==> config.mk <==
export PLATFORM = sky130hd
export DESIGN_NAME = period_match_timer8
export DESIGN_NICKNAME = d
export VERILOG_FILES = /design/src/hw/period_match_timer8_pkg.sv /design/src/hw/instr_prescaler.sv /design/src/hw/match_postscaler.sv /design/src/hw/period_match_timer8.sv
export VERILOG_INCLUDE_DIRS = /design/src /design/src/hw
export SDC_FILE = /design/constraint.sdc
export NUM_CORES = 1
export LEC_CHECK = 0
export ABC_AREA = 1
export BUFFER_PORTS_ARGS = -buffer_cell sky130_fd_sc_hd__buf_2
export CORE_MARGIN = 2
export CORE_UTILIZATION = 48
export CTS_CLUSTER_DIAMETER = 80
export DETAILED_ROUTE_END_ITERATION = 8
export GPL_TIMING_DRIVEN = 0
export HOLD_SLACK_MARGIN = 0.08
export PLACE_DENSITY = 0.8
export RECOVER_POWER = 25
export REMOVE_ABC_BUFFERS = 1
export SLEW_MARGIN = 25
export SYNTH_ARGS = -nofsm -noshare
export SYNTH_HDL_FRONTEND = slang
export SYNTH_SLANG_ARGS = --single-unit
==> constraint.sdc <==
create_clock -name clock_i -period 1.3 [get_ports clock_i]
set_input_delay 0 -clock clock_i [delete_from_list [all_inputs] [get_ports clock_i]]
set_output_delay 0 -clock clock_i [all_outputs]
set_load 0.02 [all_outputs]
==> src/hw/period_match_timer8_cfg.svh <==
// Register offsets, field positions, reset values and timing counts of the period match timer
`ifndef PERIOD_MATCH_TIMER8_CFG_SVH
`define PERIOD_MATCH_TIMER8_CFG_SVH

// ----------------------------------------------------------------------------
// Register byte offsets on the AXI4-Lite bus
// ----------------------------------------------------------------------------
`define PMT_CONTROL_OFFSET     8'h00
`define PMT_COUNT_OFFSET       8'h04
`define PMT_PERIOD_OFFSET      8'h08
`define PMT_STATUS_OFFSET      8'h0c
`define PMT_MASK_OFFSET        8'h10
`define PMT_SHIFT_SEL_OFFSET   8'h14

// ----------------------------------------------------------------------------
// Reset values
// ----------------------------------------------------------------------------
`define PMT_CONTROL_RESET      8'h00
`define PMT_COUNT_RESET        8'h00
`define PMT_PERIOD_RESET       8'hff

// ----------------------------------------------------------------------------
// Field positions
// ----------------------------------------------------------------------------
`define PMT_PRESCALE_LSB       0
`define PMT_TIMER_ON_BIT       2
`define PMT_POSTSCALE_LSB      3
`define PMT_UNUSED_BIT         7
`define PMT_MATCH_FLAG_BIT     0
`define PMT_SHIFT_SEL_BIT      0

// ----------------------------------------------------------------------------
// Timing counts and bus answers
// ----------------------------------------------------------------------------
`define PMT_INSTR_DIV          4
`define PMT_PRESCALE_TERM1     4'h0
`define PMT_PRESCALE_TERM4     4'h3
`define PMT_PRESCALE_TERM16    4'hf
`define PMT_RESP_OKAY          2'h0
`define PMT_RESP_SLVERR        2'h2

`endif

==> src/hw/period_match_timer8_pkg.sv <==
// Types shared by the period match timer modules
package period_match_timer8_pkg;

  // ----------------------------------------------------------------------------
  // Control register layout
  // ----------------------------------------------------------------------------
  typedef struct packed {
    logic       unused;            // Always reads zero
    logic [3:0] postscale_select;  // Matches per flag event minus one
    logic       timer_on;          // Counting enable
    logic [1:0] prescale_select;   // Clock division code
  } timer_control_type;

  // ----------------------------------------------------------------------------
  // Bus channel states, Gray coded along the path
  // ----------------------------------------------------------------------------
  typedef enum logic [1:0] {
    CHAN_IDLE = 2'b00,
    CHAN_RESP = 2'b01
  } chan_state_type;

endpackage

==> src/hw/instr_prescaler.sv <==
// Instruction clock divider and selectable 1/4/16 prescaler
`timescale 1ns/100ps
`include "period_match_timer8_cfg.svh"
module instr_prescaler
  import period_match_timer8_pkg::*;
#(
  parameter int INSTR_DIV = `PMT_INSTR_DIV
) (
  input  wire logic       clock_i,
  input  wire logic       reset_i,
  input  wire logic       clear_i,
  input  wire logic       run_i,
  input  wire logic [1:0] select_i,
  output logic            tick_o
);

  localparam int PW = (INSTR_DIV > 1) ? $clog2(INSTR_DIV) : 1;

  // Divider must fit its phase counter
  if (INSTR_DIV < 2) begin : g_bad_div
    $error("INSTR_DIV must be at least 2");
  end

  logic [PW-1:0] phase_q;      // Oscillator phase within an instruction cycle
  logic [3:0]    count_q;      // Prescale counter of instruction ticks
  logic          tick_q;       // Registered scaled tick
  wire           instr_tick;   // One pulse per instruction cycle
  wire  [3:0]    term;         // Terminal count for the selected division

  assign instr_tick = (phase_q == PW'(INSTR_DIV - 1));
  assign term       = select_i[1] ? `PMT_PRESCALE_TERM16 :
                      (select_i[0] ? `PMT_PRESCALE_TERM4 : `PMT_PRESCALE_TERM1);
  assign tick_o     = tick_q;

  // Free running phase; cleared only by reset so instruction timing stays steady
  always_ff @(posedge clock_i) begin
    if (reset_i) begin
      phase_q <= '0;
    end else begin
      phase_q <= instr_tick ? '0 : phase_q + 1'b1;
    end
  end

  // Prescale counter, cleared by count or control writes and reset
  always_ff @(posedge clock_i) begin
    if (reset_i || clear_i) begin
      count_q <= 4'h0;
      tick_q  <= 1'b0;
    end else begin
      tick_q <= run_i && instr_tick && (count_q >= term);
      if (run_i && instr_tick) begin
        count_q <= (count_q >= term) ? 4'h0 : count_q + 4'h1;
      end
    end
  end

endmodule // instr_prescaler

==> src/hw/match_postscaler.sv <==
// Four-bit postscaler that turns match pulses into flag events
`timescale 1ns/100ps
module match_postscaler
  import period_match_timer8_pkg::*;
(
  input  wire logic       clock_i,
  input  wire logic       reset_i,
  input  wire logic       clear_i,
  input  wire logic       match_i,
  input  wire logic [3:0] select_i,
  output logic            event_o
);

  logic [3:0] count_q;  // Matches seen since last event
  logic       event_q;  // Registered event pulse

  assign event_o = event_q;

  // Count matches; event after select plus one of them
  always_ff @(posedge clock_i) begin
    if (reset_i || clear_i) begin
      count_q <= 4'h0;
      event_q <= 1'b0;
    end else begin
      event_q <= match_i && (count_q >= select_i);
      if (match_i) begin
        count_q <= (count_q >= select_i) ? 4'h0 : count_q + 4'h1;
      end
    end
  end

endmodule // match_postscaler

==> src/hw/period_match_timer8.sv <==
// Eight-bit period match timer with prescaler, postscaler and AXI4-Lite registers
//
// Behaviour
// - Count up per prescaled instruction tick
// - Prescale codes: 1, 4, 16
// - Count equal period gives match pulse
// - Match zeroes count, advances postscaler
// - Reset: count zero, period all ones
// - Scalers clear on count or control writes and reset
// - Control write keeps count value
// - Postscale: field plus one matches
// - Control bit two runs the timer
// - Control bit seven reads zero
// - Postscaler event sets latched flag
// - Flag reaches interrupt only when enabled
// - Unscaled match goes to capture/compare
// - Match selectable as serial shift clock
// - Count and period freely read/write
`timescale 1ns/100ps
`include "period_match_timer8_cfg.svh"
module period_match_timer8
  import period_match_timer8_pkg::*;
#(
  parameter int ADDR_WIDTH = 8,
  parameter int INSTR_DIV  = `PMT_INSTR_DIV
) (
  input  wire logic                  clock_i,
  input  wire logic                  reset_i,
  // AXI4-Lite write address
  input  wire logic [ADDR_WIDTH-1:0] s_axi_awaddr_i,
  input  wire logic                  s_axi_awvalid_i,
  output logic                       s_axi_awready_o,
  // AXI4-Lite write data
  input  wire logic [31:0]           s_axi_wdata_i,
  input  wire logic [3:0]            s_axi_wstrb_i,
  input  wire logic                  s_axi_wvalid_i,
  output logic                       s_axi_wready_o,
  // AXI4-Lite write response
  output logic [1:0]                 s_axi_bresp_o,
  output logic                       s_axi_bvalid_o,
  input  wire logic                  s_axi_bready_i,
  // AXI4-Lite read address
  input  wire logic [ADDR_WIDTH-1:0] s_axi_araddr_i,
  input  wire logic                  s_axi_arvalid_i,
  output logic                       s_axi_arready_o,
  // AXI4-Lite read data
  output logic [31:0]                s_axi_rdata_o,
  output logic [1:0]                 s_axi_rresp_o,
  output logic                       s_axi_rvalid_o,
  input  wire logic                  s_axi_rready_i,
  // Timer outputs
  output logic                       match_pulse_o,
  output logic                       shift_clock_o,
  output logic                       irq_o
);

  // ----------------------------------------------------------------------------
  // Elaboration checks
  // ----------------------------------------------------------------------------
  // Decode slices the low eight address bits, so a narrower bus cannot serve
  if (ADDR_WIDTH < 8 || ADDR_WIDTH > 32) begin : g_bad_addr
    $error("ADDR_WIDTH must be 8 to 32");
  end

  // ----------------------------------------------------------------------------
  // Declarations
  // ----------------------------------------------------------------------------
  // Write channel capture
  chan_state_type          wr_state_q;      // Idle or answering a write
  logic                    aw_held_q;       // Write address taken
  logic                    w_held_q;        // Write data taken
  logic [ADDR_WIDTH-1:0]   aw_addr_q;       // Captured write address
  logic [31:0]             w_data_q;        // Captured write data
  logic [3:0]              w_strb_q;        // Captured byte strobes
  logic                    awready_q;       // Address channel ready
  logic                    wready_q;        // Data channel ready
  logic                    bvalid_q;        // Response pending
  logic [1:0]              bresp_q;         // Response code
  // Read channel
  chan_state_type          rd_state_q;      // Idle or answering a read
  logic                    arready_q;       // Read address ready
  logic                    rvalid_q;        // Read data pending
  logic [31:0]             rdata_q;         // Read data
  logic [1:0]              rresp_q;         // Read response code
  // Timer state
  timer_control_type       control_q;       // Control register
  logic [7:0]              count_q;         // Current count
  logic [7:0]              period_q;        // Period value
  logic                    flag_q;          // Latched match flag
  logic                    mask_q;          // Match interrupt enable
  logic                    shift_sel_q;     // Match drives serial shift clock
  logic                    match_q;         // Registered match pulse
  logic                    shift_clk_q;     // Registered shift clock
  logic                    irq_q;           // Registered interrupt level

  // ----------------------------------------------------------------------------
  // Write decode
  // ----------------------------------------------------------------------------
  wire        aw_take    = s_axi_awvalid_i && awready_q;
  wire        w_take     = s_axi_wvalid_i && wready_q;
  // Both halves present and no answer outstanding: apply the write now
  wire        wr_fire    = aw_held_q && w_held_q && (wr_state_q == CHAN_IDLE);
  wire [7:0]  wr_off     = aw_addr_q[7:0];
  wire        lane0      = w_strb_q[0];
  wire [7:0]  wr_byte    = w_data_q[7:0];
  wire        hit_ctrl   = (wr_off == `PMT_CONTROL_OFFSET);
  wire        hit_count  = (wr_off == `PMT_COUNT_OFFSET);
  wire        hit_period = (wr_off == `PMT_PERIOD_OFFSET);
  wire        hit_status = (wr_off == `PMT_STATUS_OFFSET);
  wire        hit_mask   = (wr_off == `PMT_MASK_OFFSET);
  wire        hit_shift  = (wr_off == `PMT_SHIFT_SEL_OFFSET);
  wire        wr_mapped  = hit_ctrl || hit_count || hit_period || hit_status || hit_mask || hit_shift;
  wire        wr_ctrl    = wr_fire && hit_ctrl && lane0;
  wire        wr_count   = wr_fire && hit_count && lane0;
  wire        wr_period  = wr_fire && hit_period && lane0;
  wire        wr_status  = wr_fire && hit_status && lane0;
  wire        wr_mask    = wr_fire && hit_mask && lane0;
  wire        wr_shift   = wr_fire && hit_shift && lane0;
  // Scalers restart on any count or control write
  wire        scaler_clr = wr_ctrl || wr_count;

  // ----------------------------------------------------------------------------
  // Scalers and match
  // ----------------------------------------------------------------------------
  wire        pre_tick;                                   // Prescaled tick
  wire        post_event;                                 // Postscaler output
  wire        at_period = (count_q == period_q);
  wire        match_now = pre_tick && control_q.timer_on && at_period;

  instr_prescaler #(
    .INSTR_DIV (INSTR_DIV)
  ) u_prescaler (
    .clock_i  (clock_i),
    .reset_i  (reset_i),
    .clear_i  (scaler_clr),
    .run_i    (control_q.timer_on),
    .select_i (control_q.prescale_select),
    .tick_o   (pre_tick)
  );

  match_postscaler u_postscaler (
    .clock_i  (clock_i),
    .reset_i  (reset_i),
    .clear_i  (scaler_clr),
    .match_i  (match_now),
    .select_i (control_q.postscale_select),
    .event_o  (post_event)
  );

  // ----------------------------------------------------------------------------
  // Read decode
  // ----------------------------------------------------------------------------
  wire [7:0]  rd_off     = s_axi_araddr_i[7:0];
  wire        ar_take    = s_axi_arvalid_i && arready_q;
  wire [7:0]  ctrl_view  = {1'b0, control_q[6:0]};
  wire        rd_mapped  = (rd_off == `PMT_CONTROL_OFFSET) || (rd_off == `PMT_COUNT_OFFSET)
                        || (rd_off == `PMT_PERIOD_OFFSET) || (rd_off == `PMT_STATUS_OFFSET)
                        || (rd_off == `PMT_MASK_OFFSET) || (rd_off == `PMT_SHIFT_SEL_OFFSET);
  wire [7:0]  rd_byte    = (rd_off == `PMT_CONTROL_OFFSET) ? ctrl_view :
                           (rd_off == `PMT_COUNT_OFFSET)   ? count_q :
                           (rd_off == `PMT_PERIOD_OFFSET)  ? period_q :
                           (rd_off == `PMT_STATUS_OFFSET)  ? {7'h00, flag_q} :
                           (rd_off == `PMT_MASK_OFFSET)    ? {7'h00, mask_q} :
                           (rd_off == `PMT_SHIFT_SEL_OFFSET) ? {7'h00, shift_sel_q} : 8'h00;

  // ----------------------------------------------------------------------------
  // Outputs, all from flip-flops
  // ----------------------------------------------------------------------------
  assign s_axi_awready_o = awready_q;
  assign s_axi_wready_o  = wready_q;
  assign s_axi_bvalid_o  = bvalid_q;
  assign s_axi_bresp_o   = bresp_q;
  assign s_axi_arready_o = arready_q;
  assign s_axi_rvalid_o  = rvalid_q;
  assign s_axi_rdata_o   = rdata_q;
  assign s_axi_rresp_o   = rresp_q;
  assign match_pulse_o   = match_q;
  assign shift_clock_o   = shift_clk_q;
  assign irq_o           = irq_q;

  // ----------------------------------------------------------------------------
  // Write address and data capture, either order
  // ----------------------------------------------------------------------------
  always_ff @(posedge clock_i) begin
    if (reset_i) begin
      aw_held_q <= 1'b0;
      w_held_q  <= 1'b0;
      aw_addr_q <= '0;
      w_data_q  <= 32'h0000_0000;
      w_strb_q  <= 4'h0;
      awready_q <= 1'b1;
      wready_q  <= 1'b1;
    end else begin
      // Take the address and hold off further ones until answered
      if (aw_take) begin
        aw_held_q <= 1'b1;
        aw_addr_q <= s_axi_awaddr_i;
        awready_q <= 1'b0;
      end else if (wr_fire) begin
        aw_held_q <= 1'b0;
      end
      // Take the data likewise
      if (w_take) begin
        w_held_q <= 1'b1;
        w_data_q <= s_axi_wdata_i;
        w_strb_q <= s_axi_wstrb_i;
        wready_q <= 1'b0;
      end else if (wr_fire) begin
        w_held_q <= 1'b0;
      end
      // Reopen both channels once the response is accepted
      if (bvalid_q && s_axi_bready_i) begin
        awready_q <= 1'b1;
        wready_q  <= 1'b1;
      end
    end
  end

  // ----------------------------------------------------------------------------
  // Write response
  // ----------------------------------------------------------------------------
  always_ff @(posedge clock_i) begin
    if (reset_i) begin
      wr_state_q <= CHAN_IDLE;
      bvalid_q   <= 1'b0;
      bresp_q    <= `PMT_RESP_OKAY;
    end else begin
      case (wr_state_q)
        CHAN_IDLE: begin
          // Unmapped offsets answer with a slave error
          if (wr_fire) begin
            wr_state_q <= CHAN_RESP;
            bvalid_q   <= 1'b1;
            bresp_q    <= wr_mapped ? `PMT_RESP_OKAY : `PMT_RESP_SLVERR;
          end
        end
        CHAN_RESP: begin
          // Hold the answer until the master takes it
          if (s_axi_bready_i) begin
            wr_state_q <= CHAN_IDLE;
            bvalid_q   <= 1'b0;
          end
        end
        default: begin
          wr_state_q <= CHAN_IDLE;
          bvalid_q   <= 1'b0;
        end
      endcase
    end
  end

  // ----------------------------------------------------------------------------
  // Read channel
  // ----------------------------------------------------------------------------
  always_ff @(posedge clock_i) begin
    if (reset_i) begin
      rd_state_q <= CHAN_IDLE;
      arready_q  <= 1'b1;
      rvalid_q   <= 1'b0;
      rdata_q    <= 32'h0000_0000;
      rresp_q    <= `PMT_RESP_OKAY;
    end else begin
      case (rd_state_q)
        CHAN_IDLE: begin
          // Sample the register state in the taking cycle
          if (ar_take) begin
            rd_state_q <= CHAN_RESP;
            arready_q  <= 1'b0;
            rvalid_q   <= 1'b1;
            rdata_q    <= {24'h00_0000, rd_byte};
            rresp_q    <= rd_mapped ? `PMT_RESP_OKAY : `PMT_RESP_SLVERR;
          end
        end
        CHAN_RESP: begin
          if (s_axi_rready_i) begin
            rd_state_q <= CHAN_IDLE;
            arready_q  <= 1'b1;
            rvalid_q   <= 1'b0;
          end
        end
        default: begin
          rd_state_q <= CHAN_IDLE;
          arready_q  <= 1'b1;
          rvalid_q   <= 1'b0;
        end
      endcase
    end
  end

  // ----------------------------------------------------------------------------
  // Control and configuration registers
  // ----------------------------------------------------------------------------
  always_ff @(posedge clock_i) begin
    if (reset_i) begin
      control_q   <= `PMT_CONTROL_RESET;
      period_q    <= `PMT_PERIOD_RESET;
      mask_q      <= 1'b0;
      shift_sel_q <= 1'b0;
    end else begin
      // Bit seven is never stored
      if (wr_ctrl) begin
        control_q <= {1'b0, wr_byte[6:0]};
      end
      if (wr_period) begin
        period_q <= wr_byte;
      end
      if (wr_mask) begin
        mask_q <= wr_byte[`PMT_MATCH_FLAG_BIT];
      end
      if (wr_shift) begin
        shift_sel_q <= wr_byte[`PMT_SHIFT_SEL_BIT];
      end
    end
  end

  // ----------------------------------------------------------------------------
  // Count register
  // ----------------------------------------------------------------------------
  // A software write beats a tick in the same cycle; control writes leave it
  always_ff @(posedge clock_i) begin
    if (reset_i) begin
      count_q <= `PMT_COUNT_RESET;
    end else if (wr_count) begin
      count_q <= wr_byte;
    end else if (pre_tick && control_q.timer_on) begin
      count_q <= at_period ? 8'h00 : count_q + 8'h01;
    end
  end

  // ----------------------------------------------------------------------------
  // Match outputs
  // ----------------------------------------------------------------------------
  always_ff @(posedge clock_i) begin
    if (reset_i) begin
      match_q     <= 1'b0;
      shift_clk_q <= 1'b0;
    end else begin
      match_q     <= match_now;
      shift_clk_q <= match_now && shift_sel_q;
    end
  end

  // ----------------------------------------------------------------------------
  // Match flag and interrupt
  // ----------------------------------------------------------------------------
  // A new event in the clearing cycle wins, so no event is lost
  wire flag_clr = wr_status && wr_byte[`PMT_MATCH_FLAG_BIT];
  wire flag_d   = post_event || (flag_q && !flag_clr);

  always_ff @(posedge clock_i) begin
    if (reset_i) begin
      flag_q <= 1'b0;
      irq_q  <= 1'b0;
    end else begin
      flag_q <= flag_d;
      irq_q  <= flag_q && mask_q;
    end
  end

endmodule // period_match_timer8

Word level (Yosys, flattened, before mapping)
Index checks and enable logic that the tools add are counted.
- memory bits (read-only): 0
- word-level logic and storage cells: 142
- memories: 0
- latch bits: 0
- flip-flop bits (word level): 81
- output and inout bits: 44
- memory bits (writable): 0
- input port bits: 59
- eq/ne operators: 18
- multiplexer cells: 33
- order comparisons: 2
- shifts and indexed selects: 0
- multiply operators: 0
- bitwise operators: 0
- reduce and logical (&&, ||, !) cells: 54
- add/subtract/negate cells: 4
- div/mod/pow operators: 0
- operators with widths (operator ; number):
    two-way mux 8 bit ; 6
    == test 8 x 4 -> 1 bit, second input constant ; 4
    == test 8 x 5 -> 1 bit, second input constant ; 4
    logical AND 1 bit ; 27
    == test 8 x 3 -> 1 bit, second input constant ; 2
    logical NOT 8 bit ; 2
    two-way mux 2 bit ; 7
    logical OR 1 bit ; 13
    two-way mux 1 bit ; 12
    two-way mux 4 bit ; 3
    adder 4 x 1 -> 4 bit, second input constant ; 2
    adder 8 x 1 -> 8 bit, second input constant ; 1
    == test 8 bit ; 1
    >= comparator 4 bit ; 2
    != test 2 bit, second input constant ; 4
    one-hot mux 2 bit (2 select lines) ; 2
    AND reduction 2 bit ; 4
    one-hot mux 1 bit (2 select lines) ; 3
    nonzero test 2 bit ; 3
    == test 2 x 1 -> 1 bit, second input constant ; 2
    logical NOT 2 bit ; 2
    OR reduction 2 bit ; 2
    adder 2 x 1 -> 2 bit, second input constant ; 1
    == test 2 bit, second input constant ; 1
    logical NOT 1 bit ; 1

Longest topological paths before layout
- depth after elaboration: 8
- mapped depth: 10
- depth with buffers taken out: 10

By module
A second synthesis with hierarchy kept.
- cell total of the unflattened synthesis: 550
- area total of the unflattened synthesis: 4003.8 um^2
- modules (own cells, without submodules) (module ; instances ; sequential area each (um^2) ; area each (um^2) ; cells each):
    period_match_timer8 ; 1 ; 1261.2 ; 3256.9 ; 451
    instr_prescaler ; 1 ; 140.1 ; 391.6 ; 51
    match_postscaler ; 1 ; 100.1 ; 355.3 ; 48

Worst setup path after synthesis
No wires, ideal clock.
- kind: reg2reg
- start point: register s_axi_bvalid_o (netlist name)
- end point: register control_q[1] (netlist name)
- path buffers: 1
- setup slack: -0.050 ns
- setup time: 0.118 ns
- arrival time: 1.232 ns
- stages on the path, launching flop included: 10
- period minus slack after synthesis: 1.350 ns
- cells stage by stage: dfxtp_1 -> inv_1 -> nand3_4 -> inv_2 -> nand2_2 -> nor2_2 -> nand2_2 -> buf_6 -> o21ai_1 -> a21oi_1
- RTL lines (item ; line ; RTL):
    to (signal assigned) ; period_match_timer8.sv:295 ; control_q <= `PMT_CONTROL_RESET;
    to (signal assigned) ; period_match_timer8.sv:302 ; control_q <= {1'b0, wr_byte[6:0]};
    to (decl) ; period_match_timer8.sv:86 ; timer_control_type control_q;

Final worst setup path
- start point: register aw_addr_q[3]
- end point: register count_q[0]
- word-level cells in the longest chain between the ends: 4
- elaborated cells between the ends (all ways): 5
- RTL lines (item ; line ; RTL):
    from (decl) ; period_match_timer8.sv:72 ; logic [ADDR_WIDTH-1:0] aw_addr_q;
    from (signal assigned) ; period_match_timer8.sv:197 ; aw_addr_q <= s_axi_awaddr_i;
    == test 8 x 3 -> 1 bit (no line) * ; n/a ;
    logical AND 1 bit * (2 in a row) ; period_match_timer8.sv:114 ; wire wr_count = wr_fire && hit_count && lane0;
    two-way mux 8 bit / nonzero test 2 bit (equally long branches) ; n/a ;
    to (signal assigned) ; period_match_timer8.sv:322 ; count_q <= `PMT_COUNT_RESET;
    to (signal assigned) ; period_match_timer8.sv:324 ; count_q <= wr_byte;
    to (signal assigned) ; period_match_timer8.sv:326 ; count_q <= at_period ? 8'h00 : count_q + 8'h01;
    to (decl) ; period_match_timer8.sv:87 ; logic [7:0] count_q;
Every way passes the cells marked *; elsewhere a longest branch is shown, timed or not.
A chain may end at the register's enable or synchronous reset.

==> flow_metrics.env <==
export IMPL_wire_per_inst_um=13.7
export IMPL_critPathLaunchType="flip-flop"
export IMPL_crit_fanout=5
export IMPL_ios=103
export IMPL_max_cap_viol_count=0
export IMPL_rsz0062_at_grt="yes"
export IMPL_grt_util_all_layers=0.231
export IMPL_synth_cell_type_count=38
export IMPL_clkSlewWorstSetupHoldPaths_ps=80
export IMPL_crit_chain="inv_2 > nand2_1 > nor2_4 > nand3_4 > buf_6 > nand3_2 > nand2_2 > inv_2 > a21oi_2"
export IMPL_synth_top_area_share=0.371
export IMPL_core_um2=8220
export IMPL_path_class="reg2reg"
export IMPL_die_y_um=95.9
export IMPL_gp_congestion=0.852
export IMPL_min_period_over_period=1.10
export IMPL_dr_pass1_iters=5
export IMPL_power_density_nw_per_um2=934
export IMPL_syn2layout_area_growth_pct=29.6
export IMPL_synth_common_cells="nand2_1, dfxtp_1, inv_1"
export IMPL_grt_antenna_before_repair=0
export IMPL_avgSynthCellArea_um2=7.01
export IMPL_fin_skew_ps=8.47
export IMPL_drt_initial_drc_count=226
export IMPL_setup_viol=32
export IMPL_drc=0
export IMPL_initial_core_util=0.493
export IMPL_die_area_um2=9190
export IMPL_async_reset_ff_frac=0
export IMPL_clockBufferDepth=2
export IMPL_num_vias=4014
export IMPL_netlist_area_um2=4050
export IMPL_row_count=33
export IMPL_worst_slew_pin_slew_ps=745
export IMPL_drtAntennaViolNets=0
export IMPL_required_ps=1510
export IMPL_timing_final_max_slew_violations=0
export IMPL_period_needed_ps=1440
export IMPL_hp_class="in2reg"
export IMPL_cts_tree="yes"
export IMPL_yosys_area_top_type="dfxtp_1"
export IMPL_synth_cells=578
export IMPL_cts_buffers=9
export IMPL_cts_root_buf="clkbuf_8"
export IMPL_p_leak_nw=2.36
export IMPL_critPathCaptureType="flip-flop"
export IMPL_finalPower_w=0.00490
export IMPL_violations="setup timing"
export IMPL_die_w_um=95.9
export IMPL_cp_slowest_cell="dfxtp_4"
export IMPL_drive_gt1_frac=0.308
export IMPL_fin_cells=783
export IMPL_wl_mm=10.7
export IMPL_portBuffers=49
export IMPL_grt_pass1_wl_mm=16.4
export IMPL_max_stage_delay_ps=380
export IMPL_worst_ep_arrival_time_ps=1650
export IMPL_ys_seq_elements=75
export IMPL_fmax_mhz=696
export IMPL_htreeDepth=3
export IMPL_peakVddDrop_v=0.000825
export IMPL_grt_overflow_total=0
export IMPL_yosysSeqAreaShare=0.371
export IMPL_yosysMostFrequentCell="nand2_1"
export IMPL_crit_top_cell="inv_2"
export IMPL_synthFlopType="dfxtp_1"
export IMPL_finalHoldViolCount=0
export IMPL_grt_pass1_vias=3716
export IMPL_antenna_cells=0
export IMPL_worstSkewPairLatency_ps=360
export IMPL_status="finished, violations left"
export IMPL_yosysWarnings=0
export IMPL_viasPerCell=5.13
export IMPL_synth_edff_count=0
export IMPL_timing_slew_headroom=0.503
export IMPL_clock_sinks=75
export IMPL_synthTopCellsByArea="dfxtp_1, nand2_1, inv_1"
export IMPL_dp_hpwl_mm=6.56
export IMPL_worst_slack_ps=-136
export IMPL_place_inst=714
export IMPL_grt_start_max_net_pins=37
export IMPL_nFillCells=650
export IMPL_final_nets=745
export IMPL_fin_util=0.639
[placed cells by master, fill, tap and decap left out, types with 2 or more instances in the layout]
cell	count
nand2_1	127
inv_1	53
a21oi_1	47
dfxtp_1	44
buf_2	38
nor2_1	33
buf_4	27
o21ai_0	26
conb_1	26
nand2_2	23
nand3_1	20
dlygate4sd3_1	20
inv_2	18
dfxtp_2	18
nand4_1	13
dfxtp_4	13
clkbuf_1	11
nor2_4	10
clkbuf_8	10
nor2_2	9
o21ai_1	9
o211ai_1	9
ha_1	8
nand3_4	6
xor2_1	6
inv_4	5
xnor2_1	5
nand2_4	4
nand3_2	4
a21oi_2	4
ha_4	4
clkinvlp_4	3
clkinv_4	3
buf_6	3
nor3_1	2
a31oi_1	2
[worst paths after layout]
check	start	end	slack, ps	cells past startpoint
worst min register to register	u_prescaler.phase_q[0]	u_prescaler.phase_q[0]	420	1
worst max-delay path	aw_addr_q[3]	count_q[0]	-140	9
worst max register to register	aw_addr_q[3]	count_q[0]	-140	9
worst min-delay path	s_axi_araddr_i[3]	s_axi_rdata_o[0]	140	6
[repair_timing]
item	CTS	global route
hold buffers	20	0
setup buffers	17	14
cloned	1	2
resized for setup	90	46
hold endpoints to repair	24	0
pin swaps	31	32
endpoints found under the setup margin	43	59
[routing by layer]
metal,up-vias,global-route usage,part of all wire
li1,1996,-,-
met1,1828,0.265,0.42
met2,165,0.406,0.48
met3,25,0.0666,0.066
met4,0,0.0893,0.028
met5,-,0,0
[flip-flops by register name, summed over array words and instances (netlist names), 2 cells and up]
name	cells
aw_addr_q	8
control_q	7
count_q	8
period_q	8
s_axi_rdata_o	8
u_postscaler.count_q	4
u_prescaler.count_q	4
u_prescaler.phase_q	2
w_data_q	8
[where the power goes]
group	switching, W	total [W]	internal, W
logic	0.000415	0.000654	0.000240
clock network	0.000884	0.00182	0.000937
registers	0.0000712	0.00243	0.00236
total	0.00137	0.00490	0.00353
[per-stage QoR]
step	TNS (ps)	hold slack (ps)	instance area, um2	setup WS (ps)
final	-1950	137	5250	-136
after global routing	-4850	147	5250	-212
after CTS	-1080	118	5030	-121
after detailed placement	-13630	246	4230	-479
after global placement	-10510	229	4230	-415
after floorplan	-1180	69.1	3850	-113
[cell families (layout without fill, tap and decap cells)]
group / after synthesis / in the layout / synth area share
other: 1 / 26 / 0.000926
XOR/XNOR: 12 / 12 / 0.0259
multiplexers: 1 / 1 / 0.00247
buffers and inverters: 122 / 195 / 0.145
AND/OR/NAND/NOR: 254 / 256 / 0.284
flip-flops: 75 / 75 / 0.371
AO/OA/AOI/OAI: 101 / 101 / 0.133
adder cells (fa/ha/maj): 12 / 12 / 0.0371
[final cells by class]
type                            instances  area, um2  share of cell area
Multi-Input combinational cell        408       2330               0.444
Clock inverter                          5       63.8              0.0122
Tap cell                              105        131              0.0250
Sequential cell                        75       1570               0.300
Timing Repair inverter                  1       7.51             0.00143
Clock buffer                           10        138              0.0262
Inverter                               79        318              0.0605
Timing Repair Buffer                  100        688               0.131
[worst max-delay path: cells and delay by family (launching register included)]
kind / cells / cell delay (ps)
compound gates: 1 / 50
buf+inv: 3 / 300
flops: 1 / 380
simple gates: 5 / 560
(Power assumes the default switching activity.)
